File: src/acs_pkg.sv
package acs_pkg;

  // Bus geometry
  localparam int AXI_ADDR_W = 8;
  localparam int AXI_DATA_W = 32;
  localparam int AXI_STRB_W = AXI_DATA_W / 8;
  localparam int BYTE_W     = 8;

  // Register byte offsets
  localparam logic [AXI_ADDR_W-1:0] REG_CTRL0      = 8'h00;
  localparam logic [AXI_ADDR_W-1:0] REG_CTRL1      = 8'h04;
  localparam logic [AXI_ADDR_W-1:0] REG_RESULT_HI  = 8'h08;
  localparam logic [AXI_ADDR_W-1:0] REG_RESULT_LO  = 8'h0c;
  localparam logic [AXI_ADDR_W-1:0] REG_INT_STATUS = 8'h10;
  localparam logic [AXI_ADDR_W-1:0] REG_INT_CLEAR  = 8'h14;
  localparam logic [AXI_ADDR_W-1:0] REG_INT_ENABLE = 8'h18;
  localparam logic [AXI_ADDR_W-1:0] REG_GLOBAL_INT = 8'h1c;

  // Field positions and widths
  localparam int C0_POWER   = 0;
  localparam int C0_START   = 1;
  localparam int C0_FORMAT  = 2;
  localparam int C0_BUSY    = 3;
  localparam int C0_SRC_LSB = 4;
  localparam int C0_CH_LSB  = 8;
  localparam int C1_DIV_LSB = 0;
  localparam int C1_REF_LSB = 4;
  localparam int INT_DONE   = 0;
  localparam int SRC_W      = 4;
  localparam int CH_W       = 4;
  localparam int DIV_W      = 3;
  localparam int REF_W      = 2;
  localparam int RES_W      = 12;
  localparam int DIV_CNT_W  = 7;
  localparam int BIT_IDX_W  = 4;

  // Reset values and codes
  localparam logic [AXI_DATA_W-1:0] WORD_ZERO   = 32'h0;
  localparam logic [SRC_W-1:0]      SRC_EXT_A   = 4'h0;
  localparam logic [SRC_W-1:0]      SRC_EXT_B   = 4'h4;
  localparam logic [CH_W-1:0]       EXT_CH_NUM  = 4'hc;
  localparam logic [RES_W-1:0]      TRIAL_START = 12'h800;
  localparam logic [1:0]            RESP_OKAY   = 2'h0;
  localparam logic [1:0]            RESP_SLVERR = 2'h2;

  // Sequence lengths in converter clock periods
  localparam logic [BIT_IDX_W-1:0] SAMPLE_TICKS = 4'h4;
  localparam logic [BIT_IDX_W-1:0] CONV_BITS    = 4'hc;
  localparam logic [BIT_IDX_W-1:0] CONV_LAST    = CONV_BITS - 4'h1;

  typedef enum logic [1:0] {ST_IDLE, ST_HOLD, ST_SAMPLE, ST_CONVERT} acs_state_t;

endpackage : acs_pkg

File: src/acs_top.sv
// The register offsets and the AXI4-Lite slave port are this design's own decisions.
`timescale 1ns/100ps

// Functional notes
// - Sampling takes four converter clocks, then conversion takes twelve.
// - Conversion runs in hardware; the bus stays free meanwhile.
// - Converter clock is system clock divided by two to the power of a 3-bit field.
// - Internal source selected disconnects every external channel.
// - External source routes the selected channel when it is below EXT_CHANNELS; software sets that pin analog.
// - Format bit sets alignment of the result across high and low bytes.
// - Reference select field chooses converter reference, amplifier output included.
// - A low-high-low pulse on the start bit begins a conversion.
// - Busy reads one while converting, zero at completion with result valid.
// - Completion sets the converter interrupt flag.
// - Interrupt reaches the processor only with global and converter enables set.
// - Result is a 12-bit unsigned code, full reference giving all ones.
// - One code step is the reference divided by 4096.
// - Code transitions sit half a step low, full scale one and a half low.
module acs_top
  import acs_pkg::*;
#(
  parameter logic [CH_W-1:0] EXT_CHANNELS = EXT_CH_NUM
)(
  input  wire logic                  MCLK_IN,
  input  wire logic                  RST_B_IN,
  input  wire logic [AXI_ADDR_W-1:0] AWADDR_IN,
  input  wire logic                  AWVALID_IN,
  output logic                       AWREADY_OUT,
  input  wire logic [AXI_DATA_W-1:0] WDATA_IN,
  input  wire logic [AXI_STRB_W-1:0] WSTRB_IN,
  input  wire logic                  WVALID_IN,
  output logic                       WREADY_OUT,
  output logic [1:0]                 BRESP_OUT,
  output logic                       BVALID_OUT,
  input  wire logic                  BREADY_IN,
  input  wire logic [AXI_ADDR_W-1:0] ARADDR_IN,
  input  wire logic                  ARVALID_IN,
  output logic                       ARREADY_OUT,
  output logic [AXI_DATA_W-1:0]      RDATA_OUT,
  output logic [1:0]                 RRESP_OUT,
  output logic                       RVALID_OUT,
  input  wire logic                  RREADY_IN,
  input  wire logic                  COMP_IN,
  output logic                       CONV_POWER_OUT,
  output logic                       CONV_RESET_OUT,
  output logic                       SAMPLE_OUT,
  output logic                       CONV_TICK_OUT,
  output logic [RES_W-1:0]           TRIAL_CODE_OUT,
  output logic                       EXT_CONNECT_OUT,
  output logic [CH_W-1:0]            EXT_CHANNEL_OUT,
  output logic [SRC_W-1:0]           INPUT_SOURCE_OUT,
  output logic [REF_W-1:0]           REF_SELECT_OUT,
  output logic                       IRQ_OUT
);

  function automatic logic [AXI_DATA_W-1:0] wmerge(input logic [AXI_DATA_W-1:0] old_w,
                                                   input logic [AXI_DATA_W-1:0] new_w,
                                                   input logic [AXI_STRB_W-1:0] strb);
    logic [AXI_DATA_W-1:0] res;
    res = old_w;
    for (int i = 0; i < AXI_STRB_W; i++)
    begin
      if (strb[i])
        res[i*BYTE_W +: BYTE_W] = new_w[i*BYTE_W +: BYTE_W];
    end
    return res;
  endfunction : wmerge

  function automatic logic [DIV_CNT_W-1:0] div_last(input logic [DIV_W-1:0] sel);
    logic [DIV_CNT_W:0] full;
    full = ({{DIV_CNT_W{1'b0}}, 1'b1} << sel) - {{DIV_CNT_W{1'b0}}, 1'b1};
    return full[DIV_CNT_W-1:0];
  endfunction : div_last

  ////////////////////////////////////////////////////////////////////////////
  // State
  acs_state_t             state_q, state_d;
  logic                   power_q, start_q, fmt_q, busy_q;
  logic [SRC_W-1:0]       src_q;
  logic [CH_W-1:0]        ch_q;
  logic [DIV_W-1:0]       div_sel_q, sel_run_q;
  logic [REF_W-1:0]       ref_q;
  logic                   flag_q, int_en_q, glob_q, irq_q;
  logic [DIV_CNT_W-1:0]   div_cnt_q;
  logic [BIT_IDX_W-1:0]   phase_q, bit_idx_q;
  logic [RES_W-1:0]       trial_q, result_q;
  logic                   conv_rst_q, sample_q, tick_q, ext_conn_q;
  logic [CH_W-1:0]        ext_ch_q;
  logic                   aw_full_q, w_full_q, awready_q, wready_q, bvalid_q, arready_q, rvalid_q;
  logic [AXI_ADDR_W-1:0]  aw_addr_q;
  logic [AXI_DATA_W-1:0]  w_data_q, rdata_q;
  logic [AXI_STRB_W-1:0]  w_strb_q;
  logic [1:0]             bresp_q, rresp_q;
  logic [AXI_DATA_W-1:0]  ctrl0_word, ctrl1_word;

  ////////////////////////////////////////////////////////////////////////////
  // AXI4-Lite handshakes
  wire aw_hs      = AWVALID_IN & awready_q;
  wire w_hs       = WVALID_IN & wready_q;
  wire ar_hs      = ARVALID_IN & arready_q;
  wire wr_do      = aw_full_q & w_full_q & ~bvalid_q;
  wire bvalid_d   = wr_do | (bvalid_q & ~BREADY_IN);
  wire aw_full_d  = (aw_full_q | aw_hs) & ~wr_do;
  wire w_full_d   = (w_full_q | w_hs) & ~wr_do;
  wire rvalid_d   = ar_hs | (rvalid_q & ~RREADY_IN);

  wire wr_ctrl0   = wr_do & (aw_addr_q == REG_CTRL0);
  wire wr_ctrl1   = wr_do & (aw_addr_q == REG_CTRL1);
  wire wr_clear   = wr_do & (aw_addr_q == REG_INT_CLEAR);
  wire wr_int_en  = wr_do & (aw_addr_q == REG_INT_ENABLE);
  wire wr_glob    = wr_do & (aw_addr_q == REG_GLOBAL_INT);
  wire wr_ro      = wr_do & ((aw_addr_q == REG_RESULT_HI) | (aw_addr_q == REG_RESULT_LO) |
                             (aw_addr_q == REG_INT_STATUS));
  wire wr_hit     = wr_ctrl0 | wr_ctrl1 | wr_clear | wr_int_en | wr_glob | wr_ro;

  wire [AXI_DATA_W-1:0] ctrl0_mrg = wmerge(ctrl0_word, w_data_q, w_strb_q);
  wire [AXI_DATA_W-1:0] ctrl1_mrg = wmerge(ctrl1_word, w_data_q, w_strb_q);
  wire [AXI_DATA_W-1:0] clr_mrg   = wmerge(WORD_ZERO, w_data_q, w_strb_q);
  wire [AXI_DATA_W-1:0] en_mrg    = wmerge({{(AXI_DATA_W-1){1'b0}}, int_en_q}, w_data_q, w_strb_q);
  wire [AXI_DATA_W-1:0] glob_mrg  = wmerge({{(AXI_DATA_W-1){1'b0}}, glob_q}, w_data_q, w_strb_q);

  // Result alignment: format 0 is left aligned, format 1 right aligned
  wire [BYTE_W-1:0] res_hi = fmt_q ? {{(2*BYTE_W-RES_W){1'b0}}, result_q[RES_W-1:BYTE_W]}
                                   : result_q[RES_W-1:RES_W-BYTE_W];
  wire [BYTE_W-1:0] res_lo = fmt_q ? result_q[BYTE_W-1:0]
                                   : {result_q[RES_W-BYTE_W-1:0], {(2*BYTE_W-RES_W){1'b0}}};

  always_comb
  begin
    ctrl0_word                          = WORD_ZERO;
    ctrl0_word[C0_POWER]                = power_q;
    ctrl0_word[C0_START]                = start_q;
    ctrl0_word[C0_FORMAT]               = fmt_q;
    ctrl0_word[C0_BUSY]                 = busy_q;
    ctrl0_word[C0_SRC_LSB +: SRC_W]     = src_q;
    ctrl0_word[C0_CH_LSB +: CH_W]       = ch_q;
    ctrl1_word                          = WORD_ZERO;
    ctrl1_word[C1_DIV_LSB +: DIV_W]     = div_sel_q;
    ctrl1_word[C1_REF_LSB +: REF_W]     = ref_q;
  end

  wire rd_hit = (ARADDR_IN == REG_CTRL0) | (ARADDR_IN == REG_CTRL1) | (ARADDR_IN == REG_RESULT_HI) |
                (ARADDR_IN == REG_RESULT_LO) | (ARADDR_IN == REG_INT_STATUS) |
                (ARADDR_IN == REG_INT_CLEAR) | (ARADDR_IN == REG_INT_ENABLE) | (ARADDR_IN == REG_GLOBAL_INT);
  wire [AXI_DATA_W-1:0] rd_word =
    (ARADDR_IN == REG_CTRL0)      ? ctrl0_word :
    (ARADDR_IN == REG_CTRL1)      ? ctrl1_word :
    (ARADDR_IN == REG_RESULT_HI)  ? {{(AXI_DATA_W-BYTE_W){1'b0}}, res_hi} :
    (ARADDR_IN == REG_RESULT_LO)  ? {{(AXI_DATA_W-BYTE_W){1'b0}}, res_lo} :
    (ARADDR_IN == REG_INT_STATUS) ? {{(AXI_DATA_W-1){1'b0}}, flag_q} :
    (ARADDR_IN == REG_INT_ENABLE) ? {{(AXI_DATA_W-1){1'b0}}, int_en_q} :
    (ARADDR_IN == REG_GLOBAL_INT) ? {{(AXI_DATA_W-1){1'b0}}, glob_q} : WORD_ZERO;

  // Reads never wait on the converter, so software keeps running
  always_ff @(posedge MCLK_IN)
  begin
    if (!RST_B_IN)
    begin
      aw_full_q <= 1'b0;
      w_full_q  <= 1'b0;
      awready_q <= 1'b0;
      wready_q  <= 1'b0;
      bvalid_q  <= 1'b0;
      bresp_q   <= RESP_OKAY;
      arready_q <= 1'b0;
      rvalid_q  <= 1'b0;
      rresp_q   <= RESP_OKAY;
      rdata_q   <= WORD_ZERO;
      aw_addr_q <= REG_CTRL0;
      w_data_q  <= WORD_ZERO;
      w_strb_q  <= {AXI_STRB_W{1'b0}};
    end
    else
    begin
      aw_full_q <= aw_full_d;
      w_full_q  <= w_full_d;
      awready_q <= ~aw_full_d & ~bvalid_d;
      wready_q  <= ~w_full_d & ~bvalid_d;
      bvalid_q  <= bvalid_d;
      arready_q <= ~rvalid_d;
      rvalid_q  <= rvalid_d;
      if (aw_hs)
        aw_addr_q <= {AWADDR_IN[AXI_ADDR_W-1:2], 2'h0};
      if (w_hs)
      begin
        w_data_q <= WDATA_IN;
        w_strb_q <= WSTRB_IN;
      end
      if (wr_do)
        bresp_q <= wr_hit ? RESP_OKAY : RESP_SLVERR;
      if (ar_hs)
      begin
        rdata_q <= rd_word;
        rresp_q <= rd_hit ? RESP_OKAY : RESP_SLVERR;
      end
    end
  end

  ////////////////////////////////////////////////////////////////////////////
  // Sequencer
  wire                 running   = (state_q == ST_SAMPLE) | (state_q == ST_CONVERT);
  wire                 tick      = running & (div_cnt_q == div_last(sel_run_q));
  wire                 abort     = start_q | ~power_q;
  wire                 done      = (state_q == ST_CONVERT) & tick & (bit_idx_q == {BIT_IDX_W{1'b0}}) & ~abort;
  wire [RES_W-1:0]     cur_bit   = {{(RES_W-1){1'b0}}, 1'b1} << bit_idx_q;
  wire [RES_W-1:0]     next_bit  = cur_bit >> 1;
  // Keep the trial bit only when the comparator says input is above the trial level.
  // Comparator answers the registered trial code within one cycle, so it is read directly:
  // a two-stage synchroniser would hand back a stale decision at divide by one and two
  wire [RES_W-1:0]     trial_nx  = (COMP_IN ? trial_q : (trial_q & ~cur_bit)) | next_bit;
  wire                 src_ext   = (src_q == SRC_EXT_A) | (src_q == SRC_EXT_B);
  wire                 flag_d    = done | (flag_q & ~(wr_clear & clr_mrg[INT_DONE]));

  always_comb
  begin
    state_d = state_q;
    if (!power_q)
      state_d = ST_IDLE;
    else if (start_q)
      state_d = ST_HOLD;
    else
    begin
      case (state_q)
        ST_IDLE:    state_d = ST_IDLE;
        ST_HOLD:    state_d = ST_SAMPLE;
        ST_SAMPLE:  state_d = (tick && phase_q == SAMPLE_TICKS - 4'h1) ? ST_CONVERT : ST_SAMPLE;
        ST_CONVERT: state_d = done ? ST_IDLE : ST_CONVERT;
        default:    state_d = ST_IDLE;
      endcase
    end
  end

  always_ff @(posedge MCLK_IN)
  begin
    if (!RST_B_IN)
    begin
      state_q   <= ST_IDLE;
      power_q   <= 1'b0;
      start_q   <= 1'b0;
      fmt_q     <= 1'b0;
      src_q     <= SRC_EXT_A;
      ch_q      <= {CH_W{1'b0}};
      div_sel_q <= {DIV_W{1'b0}};
      ref_q     <= {REF_W{1'b0}};
      int_en_q  <= 1'b0;
      glob_q    <= 1'b0;
      flag_q    <= 1'b0;
      irq_q     <= 1'b0;
      busy_q    <= 1'b0;
      sel_run_q <= {DIV_W{1'b0}};
      div_cnt_q <= {DIV_CNT_W{1'b0}};
      phase_q   <= {BIT_IDX_W{1'b0}};
      bit_idx_q <= {BIT_IDX_W{1'b0}};
      trial_q   <= {RES_W{1'b0}};
      result_q  <= {RES_W{1'b0}};
      conv_rst_q <= 1'b0;
      sample_q  <= 1'b0;
      tick_q    <= 1'b0;
      ext_conn_q <= 1'b0;
      ext_ch_q  <= {CH_W{1'b0}};
    end
    else
    begin
      state_q   <= state_d;
      if (wr_ctrl0)
      begin
        power_q <= ctrl0_mrg[C0_POWER];
        start_q <= ctrl0_mrg[C0_START];
        fmt_q   <= ctrl0_mrg[C0_FORMAT];
        src_q   <= ctrl0_mrg[C0_SRC_LSB +: SRC_W];
        ch_q    <= ctrl0_mrg[C0_CH_LSB +: CH_W];
      end
      if (wr_ctrl1)
      begin
        div_sel_q <= ctrl1_mrg[C1_DIV_LSB +: DIV_W];
        ref_q     <= ctrl1_mrg[C1_REF_LSB +: REF_W];
      end
      if (wr_int_en)
        int_en_q <= en_mrg[INT_DONE];
      if (wr_glob)
        glob_q <= glob_mrg[INT_DONE];
      flag_q <= flag_d;
      irq_q  <= flag_q & int_en_q & glob_q;
      busy_q <= (state_d == ST_SAMPLE) | (state_d == ST_CONVERT);
      // Divider is latched per conversion so a mid-run change cannot shorten a period
      if (state_q == ST_HOLD)
      begin
        sel_run_q <= div_sel_q;
        phase_q   <= {BIT_IDX_W{1'b0}};
        bit_idx_q <= CONV_LAST;
        trial_q   <= TRIAL_START;
      end
      div_cnt_q <= (running && !tick) ? div_cnt_q + {{(DIV_CNT_W-1){1'b0}}, 1'b1} : {DIV_CNT_W{1'b0}};
      if (state_q == ST_SAMPLE && tick)
        phase_q <= phase_q + 4'h1;
      if (state_q == ST_CONVERT && tick)
      begin
        trial_q   <= trial_nx;
        bit_idx_q <= bit_idx_q - 4'h1;
      end
      if (done)
        result_q <= trial_nx;
      conv_rst_q <= (state_d == ST_HOLD);
      sample_q   <= (state_d == ST_SAMPLE);
      tick_q     <= tick;
      ext_conn_q <= src_ext & (ch_q < EXT_CHANNELS);
      ext_ch_q   <= ch_q;
    end
  end

  // Analog side sees plain code steps; the half-step offsets live in its comparator
  assign TRIAL_CODE_OUT   = trial_q;
  assign CONV_POWER_OUT   = power_q;
  assign CONV_RESET_OUT   = conv_rst_q;
  assign SAMPLE_OUT       = sample_q;
  assign CONV_TICK_OUT    = tick_q;
  assign EXT_CONNECT_OUT  = ext_conn_q;
  assign EXT_CHANNEL_OUT  = ext_ch_q;
  assign INPUT_SOURCE_OUT = src_q;
  assign REF_SELECT_OUT   = ref_q;
  assign IRQ_OUT          = irq_q;
  assign AWREADY_OUT      = awready_q;
  assign WREADY_OUT       = wready_q;
  assign BVALID_OUT       = bvalid_q;
  assign BRESP_OUT        = bresp_q;
  assign ARREADY_OUT      = arready_q;
  assign RVALID_OUT       = rvalid_q;
  assign RDATA_OUT        = rdata_q;
  assign RRESP_OUT        = rresp_q;

  ////////////////////////////////////////////////////////////////////////////
  // Checks
  logic [BIT_IDX_W-1:0] samp_h_q, conv_h_q;
  always_ff @(posedge MCLK_IN)
  begin
    if (!RST_B_IN)
    begin
      samp_h_q <= {BIT_IDX_W{1'b0}};
      conv_h_q <= {BIT_IDX_W{1'b0}};
    end
    else
    begin
      samp_h_q <= (state_q == ST_SAMPLE) ? samp_h_q + {{(BIT_IDX_W-1){1'b0}}, tick} : {BIT_IDX_W{1'b0}};
      conv_h_q <= (state_q == ST_CONVERT) ? conv_h_q + {{(BIT_IDX_W-1){1'b0}}, tick} : {BIT_IDX_W{1'b0}};
    end
  end

  a_sample_len: assert property (@(posedge MCLK_IN) disable iff (!RST_B_IN)
    (state_q == ST_CONVERT && $past(state_q) == ST_SAMPLE) |-> samp_h_q == SAMPLE_TICKS)
    else $error("sampling phase length wrong");
  a_convert_len: assert property (@(posedge MCLK_IN) disable iff (!RST_B_IN)
    done |-> conv_h_q == CONV_LAST)
    else $error("conversion phase length wrong");
  a_div_four: assert property (@(posedge MCLK_IN) disable iff (!RST_B_IN || abort)
    (tick && state_q == ST_SAMPLE && sel_run_q == 3'h2) |=> (!tick)[*3] ##1 tick)
    else $error("divide by four spacing wrong");
  a_start_fall: assert property (@(posedge MCLK_IN) disable iff (!RST_B_IN)
    (state_q == ST_HOLD && !start_q && power_q) |=> busy_q && !CONV_RESET_OUT)
    else $error("start fall did not begin conversion");
  a_hold_reset: assert property (@(posedge MCLK_IN) disable iff (!RST_B_IN)
    (start_q && power_q) |=> (CONV_RESET_OUT && !busy_q))
    else $error("converter not held while start high");
  a_done_flags: assert property (@(posedge MCLK_IN) disable iff (!RST_B_IN)
    done |=> (!busy_q && flag_q && result_q == $past(trial_nx)))
    else $error("completion did not clear busy or set flag");
  a_flag_set_wins: assert property (@(posedge MCLK_IN) disable iff (!RST_B_IN)
    (done && wr_clear) |=> flag_q)
    else $error("clear beat a new completion");
  a_irq_gate: assert property (@(posedge MCLK_IN) disable iff (!RST_B_IN)
    IRQ_OUT |-> $past(flag_q && int_en_q && glob_q))
    else $error("interrupt raised without both enables");
  a_ext_cut: assert property (@(posedge MCLK_IN) disable iff (!RST_B_IN)
    (!src_ext && $stable(src_q)) |=> !EXT_CONNECT_OUT)
    else $error("external channel left connected");
  a_unpowered: assert property (@(posedge MCLK_IN) disable iff (!RST_B_IN)
    !power_q |=> !busy_q)
    else $error("busy without converter power");
  a_read_free: assert property (@(posedge MCLK_IN) disable iff (!RST_B_IN)
    (ar_hs && busy_q) |=> RVALID_OUT)
    else $error("read stalled during conversion");

endmodule : acs_top

File: config.mk
export PLATFORM = sky130hd
export DESIGN_NAME = acs_top
export DESIGN_NICKNAME = d
export VERILOG_FILES = /design/src/acs_pkg.sv /design/src/acs_top.sv
export SDC_FILE = /design/constraint.sdc
export NUM_CORES = 1
export LEC_CHECK = 0
export ABC_CLOCK_PERIOD_IN_PS = 3350
export BUFFER_PORTS_ARGS = -buffer_cell sky130_fd_sc_hd__buf_4
export CAP_MARGIN = 40
export CORE_AREA = 3 3 118 120
export CTS_BUF_LIST = sky130_fd_sc_hd__clkbuf_16
export CTS_CLUSTER_DIAMETER = 60
export CTS_CLUSTER_SIZE = 40
export DETAILED_ROUTE_END_ITERATION = 10
export DIE_AREA = 0 0 121 123
export SLEW_MARGIN = 5
export SYNTH_ARGS = -nofsm -noshare
export SYNTH_HDL_FRONTEND = slang
export SYNTH_SLANG_ARGS = --single-unit
File: constraint.sdc
create_clock -name MCLK_IN -period 3.35 [get_ports MCLK_IN]
set_input_delay 0.335 -clock MCLK_IN [delete_from_list [all_inputs] [get_ports MCLK_IN]]
set_output_delay 0.335 -clock MCLK_IN [all_outputs]
set_load 0.01 [all_outputs]
==> flow_metrics.tcl <==
set metrics [dict create \
    async_flop_share_pct 0 \
    required_ns 3.64 \
    synth_top_cell_area_share_pct 43.9 \
    hold_class "in2reg" \
    n_antenna_cell 0 \
    worst_slew_pin_slew_ns 0.675 \
    grt_pass1_wl_mm 21.1 \
    status "finished clean" \
    start_util_pct 39.4 \
    htreeDepth 4 \
    cts-buffers-inserted 17 \
    cts_resized 0 \
    grt_pass1_vias 4225 \
    via_per_inst 5.16 \
    rows 42 \
    ant_nets 0 \
    firstDrtPassIters 5 \
    numPortBuffers 81 \
    fmax_mhz 392 \
    synth_top_area_cell "dfxtp_1" \
    antenna_found_initial 0 \
    core_sq_um 13100 \
    io_pins 129 \
    clk_latency_ns 0.41 \
    drc 0 \
    tns_ns 0 \
    ys_ff_latch 113 \
    grt_max_degree 38 \
    synthFlopType "dfxtp_1" \
    finalClockSkew_ns 0.00615 \
    timing.hold.ws_ns 0.169 \
    dp_hpwl_mm 9.28 \
    arrival_ns 2.84 \
    ys_warn_count 0 \
    slew_headroom_pct 55.0 \
    finalSetupViolations 0 \
    clock_sinks 113 \
    cap_violations 0 \
    vdd_ir_drop_max_mv 0.310 \
    die-height_um 123 \
    crit_type "reg2reg" \
    post_cts_buffers 0 \
    synthCells 599 \
    clk_pin_slew_ns 0.05 \
    wire_per_inst_um 15.2 \
    hold_viol_final 0 \
    cp-start-kind "flip-flop" \
    dieArea_sq_um 14900 \
    rsz0062_at_grt "false" \
    cp_slowest_cell "and3_1" \
    period_share_pct 76.2 \
    cts_buffer_depth 2 \
    grt_overflow 0 \
    first_iter_violations 279 \
    endpoint_kind "flip-flop" \
    vias 4423 \
    final_nets 736 \
    place_ws_ns 0.830 \
    dieWidth_um 121 \
    synth_cell_type_count 64 \
    p_per_area_nw_per_um2 528 \
    synth_edf_count 0 \
    cp_max_fo 19 \
    yosysSeqAreaShare_pct 43.9 \
    syn_area_sq_um 5150 \
    place_congestion 0.860 \
    hold_buffers 0 \
    wirelength_mm 13.1 \
    ys_top_cells_by_area "dfxtp_1 44%, mux2i_1 7.0%, nand2_1 6.6%, a21oi_1 4.4%, nor2_1 4.2%" \
    tritoncts "built" \
    slowest_delay_ns 0.66 \
    leakage_nw 2.61 \
    path_cells "nor4b_1 -> o31ai_2 -> a22oi_4 -> and3_1 -> and4_2 -> nor3_1" \
    syn_avg_cell_area_sq_um 8.60 \
    fin_crit_ns 2.55 \
    drive_gt1_share_pct 19.4 \
    finalMaxSlewViolations 0 \
    layout_setup_ws_ns 0.798 \
    clockRootBuffer "clkbuf_16" \
    syn_to_final_growth_pct 23.6 \
    grtUsageTotal_pct 18.0 \
]
[cell usage in the layout, fill, tap and decap left out, types with 8 or more instances in the layout]
cell / Yosys / final
nand3_1: 19 / 19
nand2_1: 91 / 91
dfxtp_1: 113 / 113
conb_1: 1 / 22
clkbuf_16: 0 / 17
nor2b_1: 8 / 8
a21oi_1: 45 / 45
a22oi_1: 13 / 13
nor3_1: 15 / 15
o21ai_0: 26 / 26
a31oi_1: 9 / 9
nor2_1: 57 / 57
buf_4: 22 / 84
mux2i_1: 36 / 36
a22o_1: 9 / 9
inv_1: 12 / 13
[logic make-up after synthesis]
kind of cell | after synthesis | share of synthesized area (%)
simple gates | 243 | 23.3
xor+xnor | 5 | 0.850
compound gates | 127 | 15.9
mux | 36 | 6.99
fa+ha+maj | 7 | 1.70
other cells | 1 | 0.0728
buf+inv | 67 | 7.33
flops | 113 | 43.9
[area by class of cell]
cell class	count	area [sq um]
clock inverter	14	174
clock buffer	17	425
sequential	113	2260
inverter	12	45.0
fill	1262	6720
tap	176	220
multi-input combinational	440	2590
timing repair buffer	85	651
[cells in the mapped netlist, types with 3 or more instances]
cell / number
nand2_1: 91
nor3b_1: 4
nand3_1: 19
inv_1: 12
buf_1: 3
nand2b_1: 3
ha_1: 7
and3_1: 7
and2_1: 7
a31oi_1: 9
buf_2: 4
mux2i_1: 36
nor2_1: 57
xor2_1: 3
nor3_1: 15
clkbuf_1: 22
and4_2: 3
a22oi_1: 13
nor2b_1: 8
dfxtp_1: 113
a21oi_1: 45
a22o_1: 9
buf_4: 22
buf_6: 3
nor4b_1: 4
or4_1: 3
o21ai_0: 26
o21a_1: 5
[critical path: cells and delay by family, from the launching register on]
kind	cells	cell delay (ns)
AND/OR/NAND/NOR	4	1.42
AO/OA/AOI/OAI	2	0.49
flip-flops	1	0.52
[routing by layer]
| metal | GRT usage (%) | vias up | share of wire [%] |
|---|---|---|---|
| li1 | - | 2204 | - |
| met1 | 23.7 | 2089 | 47 |
| met2 | 28.2 | 115 | 47 |
| met3 | 4.62 | 15 | 4.6 |
| met4 | 7.08 | 0 | 1.3 |
| met5 | 0 | - | 0 |
[where the power goes]
part	total [W]	leakage (nW)	internal, W	switching, W
registers	0.00138	0.914	0.00137	0.0000173
clock network	0.00184	0.294	0.00122	0.000613
logic	0.000143	1.41	0.0000582	0.0000849
total	0.00336	2.61	0.00265	0.000716
[final timing paths]
kind	start	endpoint	depth (start not counted)	slack (ns)
setup / recovery	sel_run_q[1]$_SDFFE_PN0P_	bit_idx_q[3]$_SDFFE_PN0P_	6	0.80
hold / removal	WDATA_IN[9]	w_data_q[9]$_SDFFE_PN0P_	3	0.17
setup reg to reg	sel_run_q[1]$_SDFFE_PN0P_	bit_idx_q[3]$_SDFFE_PN0P_	6	0.80
hold reg to reg	w_data_q[10]$_SDFFE_PN0P_	w_data_q[10]$_SDFFE_PN0P_	2	0.45
[through the flow]
step                      utilization [%]  total power, W  instances  area, sq um
after floorplan                         -         0.00151        620         5230
after global placement               43.9         0.00155        824         5740
after detailed placement             44.1         0.00155        826         5770
after CTS                            48.7         0.00339        857         6370
after global routing                 48.7         0.00346        857         6370
final                                48.7         0.00336        857         6370
[state kept, by name, indices dropped and copies added, names as in the netlist, 2 cells and up]
signal	count
EXT_CHANNEL_OUT	4
INPUT_SOURCE_OUT	4
RDATA_OUT	12
REF_SELECT_OUT	2
TRIAL_CODE_OUT	12
aw_addr_q	6
bit_idx_q	4
ch_q	4
div_cnt_q	7
div_sel_q	3
phase_q	4
result_q	12
sel_run_q	3
state_q	2
w_data_q	11
w_strb_q	2
No activity file was read; power rests on OpenSTA's default activity.
